## config.mk

```make
export PLATFORM = sky130hd
export DESIGN_NAME = serial_xcvr_auto_powerdown_ctrl
export DESIGN_NICKNAME = d
export VERILOG_FILES = /design/src/apd_pkg.sv /design/src/apd_if.sv /design/src/apd_level.sv /design/src/apd_sync.sv /design/src/serial_xcvr_auto_powerdown_ctrl.sv
export SDC_FILE = /design/constraint.sdc
export NUM_CORES = 1
export LEC_CHECK = 0
export BUFFER_PORTS_ARGS = -buffer_cell sky130_fd_sc_hd__buf_4
export CORE_ASPECT_RATIO = 2
export CORE_MARGIN = 2
export CORE_UTILIZATION = 45
export CTS_CLUSTER_DIAMETER = 40
export DETAILED_ROUTE_END_ITERATION = 6
export GPL_TIMING_DRIVEN = 0
export PLACE_DENSITY_LB_ADDON = 0.12
export SLEW_MARGIN = 15
export SYNTH_ARGS = -nofsm -noshare
export SYNTH_HDL_FRONTEND = slang
export SYNTH_HIERARCHICAL = 1
export SYNTH_SLANG_ARGS = --single-unit
```

## constraint.sdc

```tcl
create_clock -name clock_in -period 2.1 [get_ports clock_in]
set_clock_uncertainty 0.05 [all_clocks]
set_input_delay 0.21 -clock clock_in [delete_from_list [all_inputs] [get_ports clock_in]]
set_output_delay 0.21 -clock clock_in [all_outputs]
set_load 0.02 [all_outputs]
```

## src/apd_pkg.sv

```systemverilog
// Purpose: shared constants and types for the auto powerdown controller
// Assumes: 250 MHz clock_in
// Notes:   counts derive from times and the clock rate
`default_nettype none
package apd_pkg;
  timeunit 1ns;
  timeprecision 1ps;

  // ---------------------------------------------------------------
  // widths and clock
  // ---------------------------------------------------------------
  localparam int N_TX = 3;
  localparam int N_RX = 3;
  localparam longint CLK_HZ = 250_000_000;

  // ---------------------------------------------------------------
  // times in their own units
  // ---------------------------------------------------------------
  localparam longint INVALID_NS = 30_000;
  localparam longint VALID_NS = 1_000;
  localparam longint IDLE_S = 30;
  localparam longint WAKE_NS = 100_000;

  // ---------------------------------------------------------------
  // cycle counts: least times round up
  // ---------------------------------------------------------------
  localparam longint INVALID_CYC =
    (INVALID_NS * CLK_HZ + 999_999_999) / 1_000_000_000;
  localparam longint VALID_CYC =
    (VALID_NS * CLK_HZ + 999_999_999) / 1_000_000_000;
  localparam longint IDLE_CYC = IDLE_S * CLK_HZ;
  localparam longint WAKE_CYC =
    (WAKE_NS * CLK_HZ + 999_999_999) / 1_000_000_000;
  localparam int CNT_W = 34;

  // counters start at zero, so limit - 1 is the last cycle of a span
  function automatic logic count_reached(
    input logic [CNT_W-1:0] cnt,
    input longint           limit
  );
    return cnt >= CNT_W'(limit - 1);
  endfunction

  typedef enum logic [1:0] {ACTIVE, POWERED_DOWN, WAKING} pwr_state_t;
endpackage
`default_nettype wire

```

## src/apd_if.sv

```systemverilog
// Purpose: carries synchronised line samples between modules
// Assumes: single clock
// Notes:   none
`default_nettype none
interface apd_if;
  timeunit 1ns;
  timeprecision 1ps;
  logic [apd_pkg::N_RX-1:0] rx_valid;
  logic                     any_edge;
  modport src (output rx_valid, output any_edge);
  modport dst (input rx_valid, input any_edge);
endinterface
`default_nettype wire

```

## src/apd_level.sv

```systemverilog
// Purpose: receiver level-valid indicator with asymmetric persistence
// Assumes: valid flags already synchronised
// Notes:   indicator feeds power logic only via the host force pins in every mode except 0
`default_nettype none
module apd_level (
  input  wire logic clock_in,
  input  wire logic srst_in,
  apd_if.dst        lines,
  output logic      level_valid_out
);
  timeunit 1ns;
  timeprecision 1ps;

  logic [apd_pkg::CNT_W-1:0] cnt;
  wire any_ok    = |lines.rx_valid;
  // counting only while the lines disagree with the indicator means a
  // single bounce restarts the whole persistence span
  wire differs   = any_ok != level_valid_out;
  // [RULE2] rise after 1us
  wire rise_done = any_ok &&
                   apd_pkg::count_reached(cnt, apd_pkg::VALID_CYC);
  // [RULE1] fall after 30us
  wire fall_done = !any_ok &&
                   apd_pkg::count_reached(cnt, apd_pkg::INVALID_CYC);

  // ---------------------------------------------------------------
  // persistence counter
  // ---------------------------------------------------------------
  always_ff @(posedge clock_in) begin
    if (srst_in) begin
      cnt             <= '0;
      level_valid_out <= 1'h0;
    end else if (!differs) begin
      cnt <= '0;
    end else if (rise_done) begin
      cnt             <= '0;
      level_valid_out <= 1'h1;
    end else if (fall_done) begin
      cnt             <= '0;
      level_valid_out <= 1'h0;
    end else begin
      cnt <= cnt + 1'h1;
    end
  end
endmodule
`default_nettype wire

```

## src/apd_sync.sv

```systemverilog
// Purpose: two-flop synchronisers and edge detection on monitored lines
// Assumes: lines are asynchronous to clock_in
// Notes:   edges are taken only from second-stage samples
`default_nettype none
module apd_sync (
  input  wire logic                     clock_in,
  input  wire logic                     srst_in,
  input  wire logic [apd_pkg::N_TX-1:0] tx_data_in,
  input  wire logic [apd_pkg::N_RX-1:0] rx_data_in,
  input  wire logic [apd_pkg::N_RX-1:0] rx_level_ok_in,
  apd_if.src                            lines
);
  timeunit 1ns;
  timeprecision 1ps;

  localparam int W = apd_pkg::N_TX + 2 * apd_pkg::N_RX;
  logic [W-1:0] meta;
  logic [W-1:0] stable;
  logic [W-1:0] prev;
  logic         primed;
  wire  [W-1:0] raw = {rx_level_ok_in, rx_data_in, tx_data_in};
  localparam int DW = apd_pkg::N_TX + apd_pkg::N_RX;

  always_ff @(posedge clock_in) begin
    meta   <= raw;
    stable <= meta;
    prev   <= stable;
    if (srst_in) begin
      primed <= 1'h0;
    end else begin
      primed <= 1'h1;
    end
  end

  // [RULE16] sample compare edges
  assign lines.any_edge = primed && ((stable[DW-1:0] ^ prev[DW-1:0]) != '0);
  assign lines.rx_valid = stable[W-1:DW];
endmodule
`default_nettype wire

```

## src/serial_xcvr_auto_powerdown_ctrl.sv

```systemverilog
// Purpose: power control of a multi-channel serial line transceiver
// Assumes: 250 MHz clock_in, synchronous active-high reset
// Notes:   analog matters are outside this block
//
// Notes on behaviour
// [RULE1] The indicator falls once all receivers were invalid for 30 us.
// [RULE2] The indicator rises 1 us after any receiver level becomes valid.
// [RULE3] The indicator works in every power mode.
// [RULE4] The indicator never changes the power state by itself.
// [RULE5] 30 s without line edges powers down pump and drivers if auto on.
// [RULE6] An edge in auto powerdown wakes the part and restarts the timer.
// [RULE7] Auto powerdown runs only with keep-awake low and shutdown high.
// [RULE8] Keep-awake disables auto powerdown; shutdown low always wins.
// [RULE9] In powerdown the timer stays expired until keep-awake or an edge.
// [RULE10] Recovery from powerdown to transmission takes about 100 us.
// [RULE11] The system may tie the indicator to both force inputs.
// [RULE12] The system may tie the indicator to shutdown with keep-awake low.
// [RULE13] Transmitter outputs are high impedance in powerdown.
// [RULE14] Receiver outputs stay driven in every mode.
// [RULE15] After keep-awake falls the part stays up for 30 s.
// [RULE16] Inputs are synchronised, edges found by compare, counters timed.
// [RULE17] Receiver validity arrives as a digital flag per input.
`default_nettype none
module serial_xcvr_auto_powerdown_ctrl #(
  parameter longint IDLE_CYCLES = apd_pkg::IDLE_CYC,
  parameter longint WAKE_CYCLES = apd_pkg::WAKE_CYC
) (
  input  wire logic                     clock_in,
  input  wire logic                     srst_in,
  input  wire logic                     keep_awake_in,
  input  wire logic                     shutdown_req_n_in,
  input  wire logic [apd_pkg::N_TX-1:0] tx_data_in,
  input  wire logic [apd_pkg::N_RX-1:0] rx_data_in,
  input  wire logic [apd_pkg::N_RX-1:0] rx_level_ok_in,
  output logic                          level_valid_out,
  output logic                          pump_on_out,
  output logic                          tx_enable_out,
  output logic [apd_pkg::N_TX-1:0]      tx_oe_n_out,
  output logic                          rx_oe_n_out,
  output logic                          powered_down_out
);
  timeunit 1ns;
  timeprecision 1ps;

  apd_if lines ();

  // ---------------------------------------------------------------
  // registers and their next values
  // ---------------------------------------------------------------
  logic                      keep_meta;
  logic                      keep;
  logic                      keep_prev;
  logic                      shdn_meta;
  logic                      shdn_n;
  logic [apd_pkg::CNT_W-1:0] idle_cnt;
  logic [apd_pkg::CNT_W-1:0] next_idle_cnt;
  logic [apd_pkg::CNT_W-1:0] wake_cnt;
  logic [apd_pkg::CNT_W-1:0] next_wake_cnt;
  logic                      expired;
  logic                      next_expired;
  apd_pkg::pwr_state_t       state;
  apd_pkg::pwr_state_t       next_state;

  // ---------------------------------------------------------------
  // line sampling and indicator
  // ---------------------------------------------------------------
  // [RULE17] flags per receiver
  apd_sync u_sync (
    .clock_in       (clock_in),
    .srst_in        (srst_in),
    .tx_data_in     (tx_data_in),
    .rx_data_in     (rx_data_in),
    .rx_level_ok_in (rx_level_ok_in),
    .lines          (lines)
  );

  // [RULE3] indicator always runs
  apd_level u_level (
    .clock_in        (clock_in),
    .srst_in         (srst_in),
    .lines           (lines),
    .level_valid_out (level_valid_out)
  );

  // ---------------------------------------------------------------
  // force input synchronisers
  // ---------------------------------------------------------------
  // keep_prev reads the second stage only, so a metastable first
  // stage can never fake a rising edge of keep-awake
  always_ff @(posedge clock_in) begin
    keep_meta <= keep_awake_in;
    keep      <= keep_meta;
    keep_prev <= keep;
  end

  always_ff @(posedge clock_in) begin
    shdn_meta <= shutdown_req_n_in;
    shdn_n    <= shdn_meta;
  end

  // ---------------------------------------------------------------
  // state decode
  // ---------------------------------------------------------------
  wire in_active = state == apd_pkg::ACTIVE;
  wire in_down   = state == apd_pkg::POWERED_DOWN;
  wire in_waking = state == apd_pkg::WAKING;

  // ---------------------------------------------------------------
  // force and wake decode
  // ---------------------------------------------------------------
  wire keep_rise = keep && !keep_prev;
  // [RULE7] auto mode condition
  wire auto_en   = !keep && shdn_n;
  wire shut_now  = !shdn_n;
  // [RULE4] indicator not used here
  wire wake_ev   = lines.any_edge || keep_rise;
  // keep-awake as a level also wakes, so a strap that is already high
  // when shutdown is released brings the part up without an edge
  wire wake_ok   = shdn_n && (wake_ev || keep);

  // ---------------------------------------------------------------
  // inactivity timer
  // ---------------------------------------------------------------
  // [RULE15] keep-awake restarts timer
  wire timer_clear = keep || lines.any_edge;
  // [RULE9] hold expired in powerdown
  wire timer_hold  = shut_now || in_down;
  wire idle_done   = apd_pkg::count_reached(idle_cnt, IDLE_CYCLES);
  // the counter parks once expired so it can never wrap
  wire timer_run   = !expired && !idle_done;

  // an edge restarts the span even in the cycle that would time out
  assign next_idle_cnt = (timer_clear || timer_hold) ? '0
                       : timer_run                   ? idle_cnt + 1'h1
                       :                               idle_cnt;
  assign next_expired  = timer_clear                 ? 1'h0
                       : (timer_hold || idle_done)   ? 1'h1
                       :                               expired;

  always_ff @(posedge clock_in) begin
    if (srst_in) begin
      idle_cnt <= '0;
      expired  <= 1'h0;
    end else begin
      idle_cnt <= next_idle_cnt;
      expired  <= next_expired;
    end
  end

  // ---------------------------------------------------------------
  // power state
  // ---------------------------------------------------------------
  // [RULE5] idle timeout
  wire idle_timeout = auto_en && expired && !wake_ev;
  // [RULE10] pump settle
  wire wake_done    = apd_pkg::count_reached(wake_cnt, WAKE_CYCLES);

  always_comb begin
    next_state = state;
    case (state)
      apd_pkg::ACTIVE: begin
        // [RULE8] shutdown overrides
        if (shut_now) begin
          next_state = apd_pkg::POWERED_DOWN;
        // [RULE5] idle timeout
        end else if (idle_timeout) begin
          next_state = apd_pkg::POWERED_DOWN;
        end
      end
      apd_pkg::POWERED_DOWN: begin
        // [RULE6] wake on edge
        if (wake_ok) begin
          next_state = apd_pkg::WAKING;
        end
      end
      apd_pkg::WAKING: begin
        // [RULE8] shutdown cuts a wake short
        if (shut_now) begin
          next_state = apd_pkg::POWERED_DOWN;
        end else if (wake_done) begin
          next_state = apd_pkg::ACTIVE;
        end
      end
      default: begin
        next_state = apd_pkg::POWERED_DOWN;
      end
    endcase
  end

  // the settle counter only runs in wake, so every wake is full length
  assign next_wake_cnt = in_waking ? wake_cnt + 1'h1 : '0;

  always_ff @(posedge clock_in) begin
    if (srst_in) begin
      state    <= apd_pkg::POWERED_DOWN;
      wake_cnt <= '0;
    end else begin
      state    <= next_state;
      wake_cnt <= next_wake_cnt;
    end
  end

  // ---------------------------------------------------------------
  // outputs
  // ---------------------------------------------------------------
  // pump runs during wake so the drivers see full rails when enabled
  assign pump_on_out      = !in_down;
  assign tx_enable_out    = in_active;
  // [RULE13] drivers high impedance
  assign tx_oe_n_out      = {apd_pkg::N_TX{!in_active}};
  // [RULE14] receivers always driven
  assign rx_oe_n_out      = 1'h0;
  assign powered_down_out = in_down;
endmodule
`default_nettype wire

```

======== Word-level counts from Yosys, hierarchy flattened ========
Cells that the tools add are included.
operators by class
  shifts and indexed selects .............. 0
  div/mod/pow operators ................... 0
  multiply operators ...................... 0
  reductions and logical operators ........ 34
  magnitude comparators ................... 4
  multiplexer cells ....................... 9
  equal/unequal tests ..................... 6
  add/subtract/negate cells ............... 3
  bitwise gates (word level) .............. 3
operators by type and width
  kind                                                    number
  adder 34 x 1 -> 34 bit (second input constant)          3
  >= comparator 34 x 13 -> 1 bit (second input constant)  1
  >= comparator 34 x 15 -> 1 bit (second input constant)  1
  >= comparator 34 x 33 -> 1 bit (second input constant)  1
  >= comparator 34 x 8 -> 1 bit (second input constant)   1
  two-way mux 2 bit                                       5
  logical AND 1 bit                                       9
  zero test 1 bit                                         9
  logical OR 1 bit                                        6
  != test 3 x 2 -> 1 bit (second input constant)          2
  one-hot mux 2 bit (3 select lines)                      1
  nonzero test 6 bit                                      1
  OR reduction 2 bit                                      3
  bitwise XOR 6 bit                                       1
  OR reduction 4 bit                                      1
  two-way mux 1 bit                                       3
  AND reduction 3 bit                                     1
  OR reduction 3 bit                                      1
  equality test 2 x 1 -> 1 bit (second input constant)    1
  equality test 2 bit (second input constant)             1
  zero test 2 bit                                         1
  != test 2 x 1 -> 1 bit (second input constant)          1
  inverter 1 bit                                          2
  AND reduction 2 bit                                     1
  other kinds (2)                                         2
word-level totals
  word-level logic and storage cells ...... 74
  input port bits ......................... 13
  memories ................................ 0
  bits in latches ......................... 0
  output and inout bits ................... 8
  bits in writable memories ............... 0
  memory bits (read-only) ................. 0
  register bits after elaboration ......... 136

======== Depth between registers and ports, before layout ========
  word-level depth ........................ 9
  mapped depth ............................ 9

======== Cells and area by module ========
The synthesis kept the hierarchy.
by module, submodules not included
  module                           area each (µm²)  times used  cells an instance
  serial_xcvr_auto_powerdown_ctrl  3713.6           1           437
  apd_level                        1172.4           1           113
  apd_sync                         594.3            1           37

======== Worst setup path after synthesis ========
No wires, ideal clock.
  path type ............................... reg2reg
  start ................................... register idle_cnt[0] in the netlist's numbering
  end ..................................... register idle_cnt[10] in the netlist's numbering
  setup slack ............................. 0.168 ns
  cell stages (with the launch flop) ...... 8
  data required time ...................... 1.980 ns
  path buffers ............................ 1
  clock period less this slack ............ 1.932 ns
  arrival time ............................ 1.811 ns
  setup time .............................. 0.070 ns
  cell sequence ........................... dfxtp_1 ha_1 nand2_1 nor4_1 o221a_2 buf_6 or4_1 a21oi_1
between the ends
  cells in the longest elaborated chain, start to end .. 3
RTL lines
  element                         line                                    RTL
  start, declared                 serial_xcvr_auto_powerdown_ctrl.sv:55   logic [apd_pkg::CNT_W-1:0] idle_cnt;
  start signal, assigned          serial_xcvr_auto_powerdown_ctrl.sv:145  idle_cnt <= next_idle_cnt;
  >= comparator 34 x 33 -> 1 bit  apd_pkg.sv:41                           return cnt >= CNT_W'(limit - 1);
  zero test 1 bit                 serial_xcvr_auto_powerdown_ctrl.sv:130  wire timer_run = !expired && !idle_done;
  logical AND 1 bit               serial_xcvr_auto_powerdown_ctrl.sv:130
Several ways; a longest one is shown, not always the timed one.
A chain may end at the register's enable or synchronous reset.

======== Worst setup path after layout ========
  start ................................... register idle_cnt[0] in the netlist's numbering
  end ..................................... register idle_cnt[4] in the netlist's numbering
Same word-level chain as after synthesis.

==> results.sh <==
export IMPL_area_growth_pct=25.0
export IMPL_reg2reg_from="idle_cnt[0]"
export IMPL_core_um2=12000
export IMPL_critPathRequiredTime_ns=2.40
export IMPL_cts_buffers=17
export IMPL_cts_sinks=135
export IMPL_drt_iter0_drc=257
export IMPL_ant_nets=0
export IMPL_ioPinCount=21
export IMPL_grt_max_degree=18
export IMPL_synthXorXnorAreaFrac=0.0687
export IMPL_startpoint_type="flip-flop"
export IMPL_vias=4410
export IMPL_finalNetCount=686
export IMPL_crit_arrival_ns=2.31
export IMPL_synthSimpleGateAreaFrac=0.275
export IMPL_final_cell_mix="dfxtp_1 (125), nor2_1 (62), nand2_1 (46)"
export IMPL_clock_latency_ns=0.41
export IMPL_post_route_period_util=0.956
export IMPL_cts_tree="yes"
export IMPL_ys_async_sr_fraction=0
export IMPL_maxSlewViolCount=0
export IMPL_critPathCaptureType="flip-flop"
export IMPL_clockBufferDepth=2
export IMPL_io_buffer_count=19
export IMPL_rows=57
export IMPL_max_freq_mhz=498
export IMPL_min_period_ns=2.01
export IMPL_synthAdderAreaFrac=0.0114
export IMPL_slew_headroom=0.585
export IMPL_ir_drop_mv=0.645
export IMPL_min_path_type="reg2reg"
export IMPL_setup_viol_count_final=0
export IMPL_grt_pass1_wl_um=19100
export IMPL_final_util=0.572
export IMPL_antenna_found_initial=0
export IMPL_synth_edf_count=0
export IMPL_reg2reg_slack_ns=0.09
export IMPL_muxShareOfSynthArea=0.0110
export IMPL_seq_area_frac_synth=0.493
export IMPL_grt_usage=0.186
export IMPL_avgSynthCellArea_um2=9.34
export IMPL_initial_core_util=0.457
export IMPL_cts_reportedPaths_clkPinSlew_ns=0.07
export IMPL_syn_inst=587
export IMPL_cts_root_buf="clkbuf_16"
export IMPL_worst_pin_slew_ns=0.622
export IMPL_p_total_mw=5.72
export IMPL_fp_dieW_um=82.0
export IMPL_synth_area_um2=5480
export IMPL_num_fill_cells=1090
export IMPL_antennaDiodeCount=0
export IMPL_reg2reg_depth=7
export IMPL_synth_cell_types=57
export IMPL_layout_commonest_cell="dfxtp_1"
export IMPL_stdcell_area_um2=6850
export IMPL_outcome="complete, no violations"
export IMPL_drt_wl_total_um=11300
export IMPL_placed_cells=773
export IMPL_cap_violations=0
export IMPL_pre_cts_ws_ns=-0.419
export IMPL_layout_drive_gt1_share=0.179
export IMPL_crit_reg2reg_capture="idle_cnt[4]"
export IMPL_ys_warn_count=6
export IMPL_leakage_nw=2.35
export IMPL_fp_dieH_um=160
export IMPL_crit_path_max_fanout=6
export IMPL_drcViolationCount=0
export IMPL_cts_htree_levels=4
export IMPL_first_pass_iters=4
export IMPL_grt_pass1_vias=4018
export IMPL_die_area_um2=13100
export IMPL_holdWs_ns=0.276
export IMPL_cellPowerDensity_nw_per_um2=836
export IMPL_ys_dominant_reg_cell="dfxtp_1"
export IMPL_synth_seq_cells=135
export IMPL_worstSetupStartpoint="idle_cnt[0]"
export IMPL_worst_slack_ns=0.0914
export IMPL_regArea_um2=2720
export IMPL_place_gp_congestion=0.838
export IMPL_crit_path_end="idle_cnt[4]"
export IMPL_synth_compound_area_frac=0.101
export IMPL_hold_viol=0
export IMPL_multi_input_area_um2=2770
export IMPL_worst_setup_path_type="reg2reg"
export IMPL_finalNonFillerCells=828
export IMPL_tns_ns=0
export IMPL_dp_hpwl_um=7680
export IMPL_grt_ovfl_total=0
export IMPL_placed_area_um2=5880
export IMPL_synth_top_family_by_area="simple AND/OR/NAND/NOR gates"
export IMPL_wl_per_cell_um=13.7
export IMPL_via_per_inst=5.33
[state kept, by name, summed over array words and instances (netlist names)]
signal,cells
u_sync/primed,1
wake_cnt,34
u_sync/stable,9
u_level/cnt,34
idle_cnt,34
keep_meta,1
expired,1
state,2
u_sync/prev,6
u_sync/meta,9
shdn_meta,1
shdn_n,1
keep,1
u_level/level_valid_out,1
[report_power, final]
part | internal (mW) | switching, mW
Combinational | 0.0803 | 0.0751
Clock | 1.61 | 1.32
Sequential | 2.62 | 0.0233
[worst max-delay path: stages, from the launching register on]
cell     delay (ns)
dfxtp_2        0.36
ha_4           0.19
nand2_1        0.19
nor4_4         0.06
o221a_4        0.29
buf_4          0.14
or4_1          0.52
a21oi_2        0.15
[synth_stat cells (4+ instances only)]
cell / instances / area share
or4_1: 21 / 0.029
ha_1: 5 / 0.011
and3_1: 8 / 0.0091
and4_1: 4 / 0.0064
a21oi_1: 31 / 0.028
nor2_1: 64 / 0.044
nand2_1: 46 / 0.032
buf_6: 4 / 0.0082
dfxtp_1: 135 / 0.49
mux2i_1: 6 / 0.011
xor2_1: 21 / 0.034
nand4_1: 25 / 0.029
xnor2_1: 22 / 0.035
o21ai_0: 11 / 0.010
o31ai_1: 18 / 0.025
or3_1: 10 / 0.011
nor4_1: 16 / 0.018
and2_1: 7 / 0.0080
nand3_1: 29 / 0.026
nor3_1: 13 / 0.012
buf_4: 8 / 0.011
clkbuf_1: 8 / 0.0055
inv_1: 17 / 0.012
nand2b_1: 6 / 0.0069
[layout make-up]
class	count	area share
clock buffer	17	0.0621
inverter	17	0.00932
buffer	21	0.0234
multi-input combinational	433	0.404
tap	147	0.0269
clock inverter	15	0.0263
sequential	135	0.396
timing repair buffer	43	0.0515
[cells by family after synthesis]
family	count (synthesis)
simple gates	273
flops	135
compound gates	84
xor+xnor	43
buf+inv	39
mux	6
fa+ha+maj	5
other cells	2
[how the worst min path moves through the flow]
stage | slack, ns | cells after the start | end | from
finish | 0.28 | 0 | u_sync/stable[4] | u_sync/meta[4]
global route | 0.28 | 0 | keep | keep_meta
CTS | 0.28 | 0 | keep | keep_meta
detailed placement | 0.26 | 0 | keep | keep_meta
global placement | 0.26 | 0 | u_sync/stable[4] | u_sync/meta[4]
floorplan | 0.19 | 0 | keep_meta | keep_awake_in
[layer usage]
metal	share of wire	GRT usage
met5	0	0
met4	0.017	0.0735
met2	0.47	0.267
met3	0.038	0.0429
met1	0.48	0.267
[what timing repair did]
action                                 4_1_cts  5_1_grt
setup endpoints to repair                   34       41
endpoints found under the hold margin       13        0
resized for setup                           17       30
hold buffers                                12        0
buffers inserted                             7        5
pin swaps                                    3       12
Note: power is estimated with default switching activity, not from simulation.
